`src/design/rx_fifo_reset_pkg.sv`:
```
// Constants shared by the receive FIFO reset controller
// Operation
// - Violation output driven only while output enabled
// - FIFO reset input active low, sampled each clock
// - Start reset after seven qualified low samples
// - On start, assert empty, zero counters, pointers
// - Reset clears write pointers and write counters
// - Empty stays asserted until next character written
// - While reset held low, refuse received characters
// - FIFO bypassed: ignore the FIFO reset input
`default_nettype none

package rx_fifo_reset_pkg;

    // ********************************************************
    // Bus layout
    // ********************************************************
    localparam int          ADDR_W        = 8;
    localparam logic [7:0]  CTRL_OFFSET   = 8'h00;
    localparam logic [7:0]  STATUS_OFFSET = 8'h04;
    localparam logic [1:0]  RESP_OKAY     = 2'h0;
    localparam logic [1:0]  RESP_SLVERR   = 2'h2;

    // ********************************************************
    // Field positions and reset values
    // ********************************************************
    localparam int          CTRL_ACCEPT_BIT  = 0;
    localparam logic        CTRL_ACCEPT_RST  = 1'h1;
    localparam int          STAT_EMPTY_BIT   = 0;
    localparam int          STAT_RESET_BIT   = 1;
    localparam int          STAT_FULL_BIT    = 2;
    localparam int          STAT_COUNT_LSB   = 8;

    // ********************************************************
    // Timing
    // ********************************************************
    localparam int          RESET_LOW_CYCLES = 7;
    localparam logic [2:0]  LOW_CNT_LAST     = 3'h6;

endpackage : rx_fifo_reset_pkg

`default_nettype wire

```
`src/design/rx_fifo_reset_control.sv`:
```
// Receive FIFO with qualified reset sequencing and register slave
`default_nettype none

module rx_fifo_reset_control #(
    parameter int WIDTH = 8,
    parameter int DEPTH = 16
) (
    input  wire logic                               clock,
    input  wire logic                               resetn,
    // AXI4-Lite slave
    input  wire logic [rx_fifo_reset_pkg::ADDR_W-1:0] awaddr,
    input  wire logic                               awvalid,
    output logic                                    awready,
    input  wire logic [31:0]                        wdata,
    input  wire logic [3:0]                         wstrb,
    input  wire logic                               wvalid,
    output logic                                    wready,
    output logic [1:0]                              bresp,
    output logic                                    bvalid,
    input  wire logic                               bready,
    input  wire logic [rx_fifo_reset_pkg::ADDR_W-1:0] araddr,
    input  wire logic                               arvalid,
    output logic                                    arready,
    output logic [31:0]                             rdata,
    output logic [1:0]                              rresp,
    output logic                                    rvalid,
    input  wire logic                               rready,
    // Receive port pins
    input  wire logic                               rx_fifo_reset_n,
    input  wire logic                               rx_output_enable,
    input  wire logic                               chip_enable_n,
    input  wire logic                               fifo_bypass_n,
    input  wire logic                               char_valid,
    input  wire logic [WIDTH-1:0]                   char_data,
    input  wire logic                               code_violation_in,
    input  wire logic                               rx_read,
    output logic [WIDTH-1:0]                        rx_data,
    output logic                                    rx_data_valid,
    output logic                                    rx_fifo_empty_flag,
    output logic                                    code_violation_flag,
    output logic                                    code_violation_oe
);

    localparam int AW = $clog2(DEPTH);

    // Refuse sizes the pointer and status logic cannot serve
    if (DEPTH < 2 || (DEPTH & (DEPTH - 1)) != 0
        || DEPTH > 128) begin : g_bad_depth
        $error("DEPTH must be a power of two from 2 to 128");
    end
    if (WIDTH < 1 || WIDTH > 32) begin : g_bad_width
        $error("WIDTH must be 1 to 32");
    end

    function automatic logic hit(
        input logic [rx_fifo_reset_pkg::ADDR_W-1:0] addr,
        input logic [7:0]                           offs
    );
        hit = (addr[rx_fifo_reset_pkg::ADDR_W-1:2] == offs[7:2]);
    endfunction : hit

    // ********************************************************
    // Reset release
    // ********************************************************
    logic [1:0] rst_sync_reg;
    logic       rst_n;

    // Two stages so release is clean against the clock
    always_ff @(posedge clock or negedge resetn) begin
        if (!resetn) begin
            rst_sync_reg <= 2'h0;
        end else begin
            rst_sync_reg <= {rst_sync_reg[0], 1'b1};
        end
    end
    assign rst_n = rst_sync_reg[1];

    // ********************************************************
    // FIFO reset sequencing
    // ********************************************************
    logic [2:0]    low_cnt_reg;
    logic          in_reset_reg;
    logic          in_reset_next;
    logic          start_cond;
    logic          start_pulse;
    logic          accept_reg;

    // Low sample only counts with all side conditions met
    assign start_cond = !rx_fifo_reset_n && fifo_bypass_n
                        && !rx_output_enable && !chip_enable_n;
    assign start_pulse = !in_reset_reg && start_cond
                         && low_cnt_reg == rx_fifo_reset_pkg::LOW_CNT_LAST;

    // Bypass wins over everything; held reset outlives qualifiers
    always_comb begin
        if (!fifo_bypass_n) begin
            in_reset_next = 1'b0;
        end else if (in_reset_reg) begin
            in_reset_next = !rx_fifo_reset_n;
        end else begin
            in_reset_next = start_pulse;
        end
    end

    // Counter restarts on any break in the qualifying run
    always_ff @(posedge clock or negedge rst_n) begin
        if (!rst_n) begin
            low_cnt_reg  <= 3'h0;
            in_reset_reg <= 1'b0;
        end else begin
            in_reset_reg <= in_reset_next;
            if (start_cond && !in_reset_reg && !start_pulse) begin
                low_cnt_reg <= low_cnt_reg + 3'h1;
            end else begin
                low_cnt_reg <= 3'h0;
            end
        end
    end

    // ********************************************************
    // FIFO storage
    // ********************************************************
    logic [WIDTH-1:0] mem_reg [DEPTH];
    logic [AW-1:0]    wr_ptr_reg;
    logic [AW-1:0]    rd_ptr_reg;
    logic [AW:0]      count_reg;
    logic [AW:0]      count_next;
    logic             full;
    logic             wr_en;
    logic             rd_en;

    assign full  = (count_reg == DEPTH[AW:0]);
    // Nothing stored in the cycle a reset starts or holds
    assign wr_en = char_valid && !in_reset_next && accept_reg
                   && !full;
    assign rd_en = rx_read && !rx_fifo_empty_flag && !in_reset_next;

    always_comb begin
        if (in_reset_next) begin
            count_next = '0;
        end else begin
            count_next = count_reg + {{AW{1'b0}}, wr_en}
                         - {{AW{1'b0}}, rd_en};
        end
    end

    // Data words need no reset; pointers guard them
    always_ff @(posedge clock) begin
        if (wr_en) begin
            mem_reg[wr_ptr_reg] <= char_data;
        end
    end

    // Pointers, count and empty flag move together
    always_ff @(posedge clock or negedge rst_n) begin
        if (!rst_n) begin
            wr_ptr_reg         <= '0;
            rd_ptr_reg         <= '0;
            count_reg          <= '0;
            rx_fifo_empty_flag <= 1'b1;
        end else begin
            count_reg          <= count_next;
            rx_fifo_empty_flag <= (count_next == '0);
            if (in_reset_next) begin
                wr_ptr_reg <= '0;
                rd_ptr_reg <= '0;
            end else begin
                if (wr_en) wr_ptr_reg <= wr_ptr_reg + 1'b1;
                if (rd_en) rd_ptr_reg <= rd_ptr_reg + 1'b1;
            end
        end
    end

    // Read port: one word per strobe, valid one cycle
    always_ff @(posedge clock or negedge rst_n) begin
        if (!rst_n) begin
            rx_data       <= '0;
            rx_data_valid <= 1'b0;
        end else begin
            rx_data_valid <= rd_en;
            if (rd_en) rx_data <= mem_reg[rd_ptr_reg];
        end
    end

    // ********************************************************
    // Code violation output
    // ********************************************************
    // Flag forced low when undriven so the bench sees no stale level
    always_ff @(posedge clock or negedge rst_n) begin
        if (!rst_n) begin
            code_violation_flag <= 1'b0;
            code_violation_oe   <= 1'b0;
        end else begin
            code_violation_oe   <= rx_output_enable;
            code_violation_flag <= rx_output_enable && code_violation_in;
        end
    end

    // ********************************************************
    // AXI4-Lite slave
    // ********************************************************
    logic                              aw_held_reg;
    logic                              w_held_reg;
    logic [rx_fifo_reset_pkg::ADDR_W-1:0] aw_addr_reg;
    logic [31:0]                       w_data_reg;
    logic [3:0]                        w_strb_reg;
    logic [31:0]                       status;

    assign status = {{(23 - AW){1'b0}}, count_reg, 5'h0, full,
                     in_reset_reg, rx_fifo_empty_flag};

    // Address and data taken in either order; answer after both
    always_ff @(posedge clock or negedge rst_n) begin
        if (!rst_n) begin
            awready     <= 1'b1;
            wready      <= 1'b1;
            aw_held_reg <= 1'b0;
            w_held_reg  <= 1'b0;
            aw_addr_reg <= '0;
            w_data_reg  <= 32'h0000_0000;
            w_strb_reg  <= 4'h0;
            bvalid      <= 1'b0;
            bresp       <= rx_fifo_reset_pkg::RESP_OKAY;
            accept_reg  <= rx_fifo_reset_pkg::CTRL_ACCEPT_RST;
        end else begin
            if (awvalid && awready) begin
                awready     <= 1'b0;
                aw_held_reg <= 1'b1;
                aw_addr_reg <= awaddr;
            end
            if (wvalid && wready) begin
                wready     <= 1'b0;
                w_held_reg <= 1'b1;
                w_data_reg <= wdata;
                w_strb_reg <= wstrb;
            end
            if (aw_held_reg && w_held_reg && !bvalid) begin
                aw_held_reg <= 1'b0;
                w_held_reg  <= 1'b0;
                bvalid      <= 1'b1;
                if (hit(aw_addr_reg, rx_fifo_reset_pkg::CTRL_OFFSET)) begin
                    bresp <= rx_fifo_reset_pkg::RESP_OKAY;
                    if (w_strb_reg[0])
                        accept_reg <= w_data_reg[
                            rx_fifo_reset_pkg::CTRL_ACCEPT_BIT];
                end else if (hit(aw_addr_reg,
                                 rx_fifo_reset_pkg::STATUS_OFFSET)) begin
                    bresp <= rx_fifo_reset_pkg::RESP_OKAY;
                end else begin
                    bresp <= rx_fifo_reset_pkg::RESP_SLVERR;
                end
            end
            if (bvalid && bready) begin
                bvalid  <= 1'b0;
                awready <= 1'b1;
                wready  <= 1'b1;
            end
        end
    end

    // Reads answer one cycle after the address is taken
    always_ff @(posedge clock or negedge rst_n) begin
        if (!rst_n) begin
            arready <= 1'b1;
            rvalid  <= 1'b0;
            rdata   <= 32'h0000_0000;
            rresp   <= rx_fifo_reset_pkg::RESP_OKAY;
        end else begin
            if (arvalid && arready) begin
                arready <= 1'b0;
                rvalid  <= 1'b1;
                rresp   <= rx_fifo_reset_pkg::RESP_OKAY;
                if (hit(araddr, rx_fifo_reset_pkg::CTRL_OFFSET)) begin
                    rdata <= {31'h0000_0000, accept_reg};
                end else if (hit(araddr,
                                 rx_fifo_reset_pkg::STATUS_OFFSET)) begin
                    rdata <= status;
                end else begin
                    rdata <= 32'h0000_0000;
                    rresp <= rx_fifo_reset_pkg::RESP_SLVERR;
                end
            end else if (rvalid && rready) begin
                rvalid  <= 1'b0;
                arready <= 1'b1;
            end
        end
    end
endmodule : rx_fifo_reset_control

`default_nettype wire

```
`config.mk`:
```
export PLATFORM = sky130hd
export DESIGN_NAME = rx_fifo_reset_control
export DESIGN_NICKNAME = d
export VERILOG_FILES = /design/src/design/rx_fifo_reset_pkg.sv /design/src/design/rx_fifo_reset_control.sv
export SDC_FILE = /design/constraint.sdc
export NUM_CORES = 1
export LEC_CHECK = 0
export BUFFER_PORTS_ARGS = -buffer_cell sky130_fd_sc_hd__buf_2
export CORE_MARGIN = 10
export CORE_UTILIZATION = 45
export CTS_BUF_LIST = sky130_fd_sc_hd__clkbuf_2 sky130_fd_sc_hd__clkbuf_4 sky130_fd_sc_hd__clkbuf_8
export DETAILED_ROUTE_END_ITERATION = 10
export HOLD_SLACK_MARGIN = 0.15
export PLACE_DENSITY = 0.68
export SLEW_MARGIN = 5
export SYNTH_ARGS = -nofsm -noshare
export SYNTH_HDL_FRONTEND = slang
export SYNTH_SLANG_ARGS = --single-unit
```
`constraint.sdc`:
```
create_clock -name clock -period 1.7 [get_ports clock]
set_input_delay 0.34 -clock clock [delete_from_list [all_inputs] [get_ports clock]]
set_output_delay 0.34 -clock clock [all_outputs]
set_load 0.01 [all_outputs]
```
# ---- Word level (Yosys, flattened, before mapping)
# Memory sizes are Yosys's and may differ from the RTL's. A register that Yosys moved wholly into a read port is not among the register bits.
# Cells that the tools add are included.
dict set report totals {
  out_inout_bits 53
  mem_bits_rw 128
  memories 1
  input_bits 74
  ff_bits 77
}
dict set report op_classes {
  n_mux 30
  addsub 5
  n_reduce_logical 41
  n_eq_ne 4
}
# memory words width rd rd_clocked_by_memory_dff write_ports line_no
set memory_table {}
lappend memory_table {mem_reg 16 8 1 1 1 rx_fifo_reset_control.sv:123} ;# logic [WIDTH-1:0] mem_reg [DEPTH];
# operator count
set op_table {}
lappend op_table {{two-way mux 13 bit} 2}
lappend op_table {{logical AND 1 bit} 19}
lappend op_table {{two-way mux 1 bit} 18}
lappend op_table {{two-way mux 4 bit} 4}
lappend op_table {{nonzero test 2 bit} 8}
lappend op_table {{== test 6 x 1 -> 1 bit (second input constant)} 2}
lappend op_table {{zero test 6 bit} 2}
lappend op_table {{zero test 1 bit} 10}
lappend op_table {{adder 4 x 1 -> 4 bit (second input constant)} 2}
lappend op_table {{two-way mux 2 bit} 4}
lappend op_table {{adder 5 x 1 -> 5 bit} 1}
lappend op_table {{== test 5 bit (second input constant)} 1}
lappend op_table {{zero test 5 bit} 1}
lappend op_table {{two-way mux 5 bit} 1}
lappend op_table {{subtractor 5 x 1 -> 5 bit} 1}
lappend op_table {{adder 3 x 1 -> 3 bit (second input constant)} 1}
lappend op_table {{== test 3 bit (second input constant)} 1}
lappend op_table {{two-way mux 3 bit} 1}
lappend op_table {{AND reduction 3 bit} 1}

# ---- Depth between registers and ports, before layout
dict set report logic_depth {
  word_depth 16
  mapped_depth 14
}

# ---- Worst setup path after synthesis
# No wires, ideal clock.
dict set report synth_timing {
  path_kind {register to register}
  startpoint {register count_reg[2]}
  endpoint {register rx_fifo_empty_flag}
  synth_period_minus_slack_ps 2768
  arrival_ps 2677
  n_path_buf 0
  path_stages_with_launch 15
  slack_ps -1068
  cell_sequence {dfrtp_1 -> inv_1 -> ha_1 -> and4bb_2 -> nor2_1 -> nand2_1 -> ha_1 -> inv_1 -> ha_1 -> inv_1 -> fa_1 -> xnor2_1 -> nor3b_1 -> mux2i_1 -> o31ai_1}
}
dict set report synth_via {
  elab_chain_cells 7
}
# element line_no
set synth_lines {}
lappend synth_lines {{from (decl)} rx_fifo_reset_control.sv:126} ;# logic [AW:0] count_reg;
lappend synth_lines {{from (signal assigned)} rx_fifo_reset_control.sv:162} ;# count_reg <= count_next;
lappend synth_lines {{== test 5 bit} rx_fifo_reset_control.sv:132} ;# assign full = (count_reg == DEPTH[AW:0]);
lappend synth_lines {{zero test 1 bit} rx_fifo_reset_control.sv:135} ;# && !full;
lappend synth_lines {{logical AND 1 bit} rx_fifo_reset_control.sv:135}
lappend synth_lines {{adder 5 x 1 -> 5 bit (*)} rx_fifo_reset_control.sv:142} ;# count_next = count_reg + {{AW{1'b0}}, wr_en}
lappend synth_lines {{subtractor 5 x 1 -> 5 bit (*)} rx_fifo_reset_control.sv:143} ;# - {{AW{1'b0}}, rd_en};
lappend synth_lines {{two-way mux 5 bit (*)} rx_fifo_reset_control.sv:139} ;# if (in_reset_next) begin
lappend synth_lines {{zero test 5 bit (*)} rx_fifo_reset_control.sv:163} ;# rx_fifo_empty_flag <= (count_next == '0);
lappend synth_lines {{to (signal assigned)} rx_fifo_reset_control.sv:163}
lappend synth_lines {{to (decl)} rx_fifo_reset_control.sv:39} ;# output logic rx_fifo_empty_flag,
# Mark *: on every way between the ends. The rest lies on a longest branch, timed or not.
# A chain may end at the register's enable or synchronous reset.

# ---- Worst setup path in the final report
dict set report layout_timing {
  startpoint {register low_cnt_reg[0]}
  endpoint {register rx_fifo_empty_flag}
}
# element line_no
set layout_lines {}
lappend layout_lines {{from (decl)} rx_fifo_reset_control.sv:81} ;# logic [2:0] low_cnt_reg;
lappend layout_lines {{from (signal assigned)} rx_fifo_reset_control.sv:113} ;# low_cnt_reg <= low_cnt_reg + 3'h1;
lappend layout_lines {{== test 3 bit} rx_fifo_reset_control.sv:92} ;# && low_cnt_reg == rx_fifo_reset_pkg::LOW_CNT_LAST;
lappend layout_lines {{logical AND 1 bit} rx_fifo_reset_control.sv:92}
lappend layout_lines {{two-way mux 1 bit} rx_fifo_reset_control.sv:98} ;# end else if (in_reset_reg) begin
lappend layout_lines {{two-way mux 1 bit} rx_fifo_reset_control.sv:96} ;# if (!fifo_bypass_n) begin
lappend layout_lines {{zero test 1 bit} rx_fifo_reset_control.sv:136} ;# assign rd_en = rx_read && !rx_fifo_empty_flag && !in_reset_next;
lappend layout_lines {{logical AND 1 bit} rx_fifo_reset_control.sv:136}
lappend layout_lines {{via rd_en} rx_fifo_reset_control.sv:130} ;# logic rd_en;
lappend layout_lines {{subtractor 5 x 1 -> 5 bit} rx_fifo_reset_control.sv:143}
lappend layout_lines {{two-way mux 5 bit} rx_fifo_reset_control.sv:139}
lappend layout_lines {{zero test 5 bit} rx_fifo_reset_control.sv:163}
# The timed path passes the listed nets, and every way through them passes these cells.

==> summary.txt <==
Floorplan
  • Die area: 22,700 um2
  • Die W: 150.7 um
  • Initial core utilization: 46.18%
  • Die Y: 150.7 um
  • Num ports: 127
  • Row cnt: 47
  • Core area: 16,640 um2

Finish
  • Layout cell share with drive strength beyond 1: roughly two fifths
  • Fin nets: 678
  • Register Area: between 5000 and 6000 um2
  • Footprint of the multi-input gates: 2356 um2
  • Post-Route Utilization: 56.66%
  • Max FFs per register: 128
  • P&R area growth vs syn: 22.70%
  • Antenna cells: 0
  • FILL cells: 1,262

Timing
  • Slew Viols, Final: 0
  • RSZ-0062 raised after global routing: true
  • Period Utilization, post-route: 163.7%
  • Final hold vios: 0
  • Final setup violation count: between 100 and 150
  • Hold Slack: around 0.18 ns
  • Clock period minus worst slack: ~2.8 ns
  • Setup TNS: -41.17 ns
  • Post-route setup slack: -1.083 ns
  • Max Clock Skew: 0.01097 ns
  • Achievable Freq: 359.3 MHz

Global routing
  • Vias in the first global route: 4,527
  • Largest net degree at the start of global routing: 41
  • GRT Util Overall: 14.58%
  • Total grt overflow: 0
  • Initial antenna violation count: 0
  • First-pass GRT wire length: 24.87 mm

Power and ir drop
  • Logic pwr share: 36.0%
  • Switch share: 32.14%
  • Maximum VDD drop: 714.2 uV
  • Pwr per Cell Area: about 1400 nW/um2
  • Sequential share of power: 42.0%
  • Lkg Pwr: 3.663 nW
  • Clk pwr share: 21.9%
  • Pint: 0.009196 W
  • P_sw: 0.004355 W
  • Power Total: between 0.01 and 0.015 W

Detailed routing
  • Via Count: 4,231
  • Via density per instance: 5.141
  • Initial DRC count: ~320
  • Final wirelength: 15.96 mm
  • ANT nets after route: 0
  • DRC: 0
  • Average wire per standard cell: 19.40 um
  • First-pass DRT Iterations: 4

Critical path
  • Nature of the critical path endpoint: flip-flop
  • Crit-path cells: inv_1 > ha_2 > nand4b_1 > o211ai_4 > inv_2 > ha_4 > inv_2 > ha_4 > inv_2 > fa_2 > nand2b_1 > nor3b_2 > mux2i_1 > o31ai_2
  • Reg2Reg Setup Slack: -1.08 ns
  • Delay-heaviest family, CP: adder cells
  • Critical path startpoint category: flip-flop
  • WP data required: 2.08 ns
  • Reg-to-Reg End: rx_fifo_empty_flag
  • Critical Path Most Common Cell: inv_2
  • Worst setup startpoint: low_cnt_reg[0]
  • Worst-path maximum fanout: 3
  • Critical R2R Launch: low_cnt_reg[0]
  • Crit path buf inv count: 4
  • Setup Crit Path Kind: reg2reg
  • Critical Path AT: 3.16 ns
  • Levels on crit path: 14
  • Max incr delay on CP: between 0.5 and 0.6 ns
  • Reg2reg path depth: 14
  • Critical path's slowest cell: fa_2

Clocking
  • Longest Clk Path Bufs: 2
  • Root Driver: clkbuf_8
  • CTS buffer count: 17
  • TritonCTS Sinks: 185
  • CTS tree: done
  • Worst skew pair latency: 0.46 ns
  • CTS HTree Levels: 4
  • Clock-pin slew on the worst setup and hold paths: 0.10 ns

Synthesis
  • Instance count of the mapped netlist: roughly 450
  • Synth top area share: 50.02%
  • Most common cell in the synthesized netlist: edfxtp_1
  • Synth Warn #: 0
  • Post-Syn Area: 7685 um2
  • Largest area contributor in the netlist: edfxtp_1
  • Synth unique cells: 49
  • Syn avg cell area: 16.93 um2
  • Largest cells by area after synthesis: edfxtp_1, dfrtp_1, mux4_2, buf_4, mux2i_1
  • Most used DFF post-synth: edfxtp_1
  • Number of flops mapped to enable cells by yosys: 128
  • #FFs+latches synth: about 190
  • Async set-or-reset flop fraction in the synthesized netlist: 30.81%
  • Sequential area share after synthesis: slightly below 70%
  • Top post-synthesis cells by count: edfxtp_1, dfrtp_1, mux4_2

Hold path
  • Worst Hold Class: reg2async

Status
  • Violated checks: negative setup slack
  • Status: finished, violations left

Placement
  • Pre-CTS setup slack: -1.093 ns
  • Dpl hpwl: 10.98 mm
  • Routability cong.: between 0.8 and 0.9
  • I/O Buffers: 62

Job
  • Max-cap violations: 0
power groups by stage:
stage	clock network (W)	registers (W)	logic [W]
after floorplan	0	0.00579	0.00286
final	0.00297	0.00570	0.00488
after global placement	0	0.00576	0.00418
after global routing	0.00323	0.00575	0.00531
after detailed placement	0	0.00578	0.00431
after CTS	0.00306	0.00570	0.00467
stage by stage:
stage                     instances  cell area (um2)
after global placement          763             8636
after detailed placement        763             8636
after CTS                       820             9358
after floorplan                 479             7914
final                           823             9429
after global routing            823             9429
area by class of cell:
class                           count  area share, %
Clock buffer                       17          2.481
Clock inverter                     15          1.831
Inverter                           20         0.8493
Multi-Input combinational cell    233          24.99
Sequential cell                   185          55.98
Tap cell                          220          2.919
Timing Repair Buffer              133          10.95
logic make-up after synthesis:
logic type | Yosys count | share of synthesized area [%]
other | 2 | 0.09772
adders and majority gates | 14 | 2.377
AOI/OAI and AO/OA | 36 | 3.566
and+or+nand+nor | 85 | 6.122
muxes | 61 | 13.30
xor gates and xnor gates | 10 | 1.140
buffers and inverters | 61 | 4.738
DFF | 185 | 68.66
worst max-delay path by stage:
stage / to / slack, ns
after floorplan: rx_fifo_empty_flag / -0.92
after detailed placement: rx_fifo_empty_flag / -1.09
after CTS: rx_fifo_empty_flag / -1.11
after global placement: rx_fifo_empty_flag / -0.91
after global routing: rx_fifo_empty_flag / -1.22
final: rx_fifo_empty_flag / -1.08
layout by cell type, fill, tap and decap left out, types with 14 or more instances in the layout:
cell / count
mux4_2: 32
inv_1: 15
edfxtp_1: 128
nand2_1: 20
dfrtp_1: 50
dlygate4sd3_1: 19
mux2i_1: 20
and2_4: 14
buf_2: 62
buf_4: 33
conb_1: 27
clkbuf_8: 17
timing repair:
action,4_1_cts,5_1_grt
endpoints found under the setup margin,143,143
pin swaps,14,10
resized for setup,22,13
hold buffers,19,0
setup buffers,6,4
endpoints found under the hold margin,17,0
metal layers:
layer	vias to the layer above	routed length [um]	track usage, %
met3	24	979	2.671
met2	119	8182	24.74
met4	0	357	6.689
li1	1932	-	-
met5	-	0	0
met1	2156	6444	17.75
(Power assumes the default switching activity.)
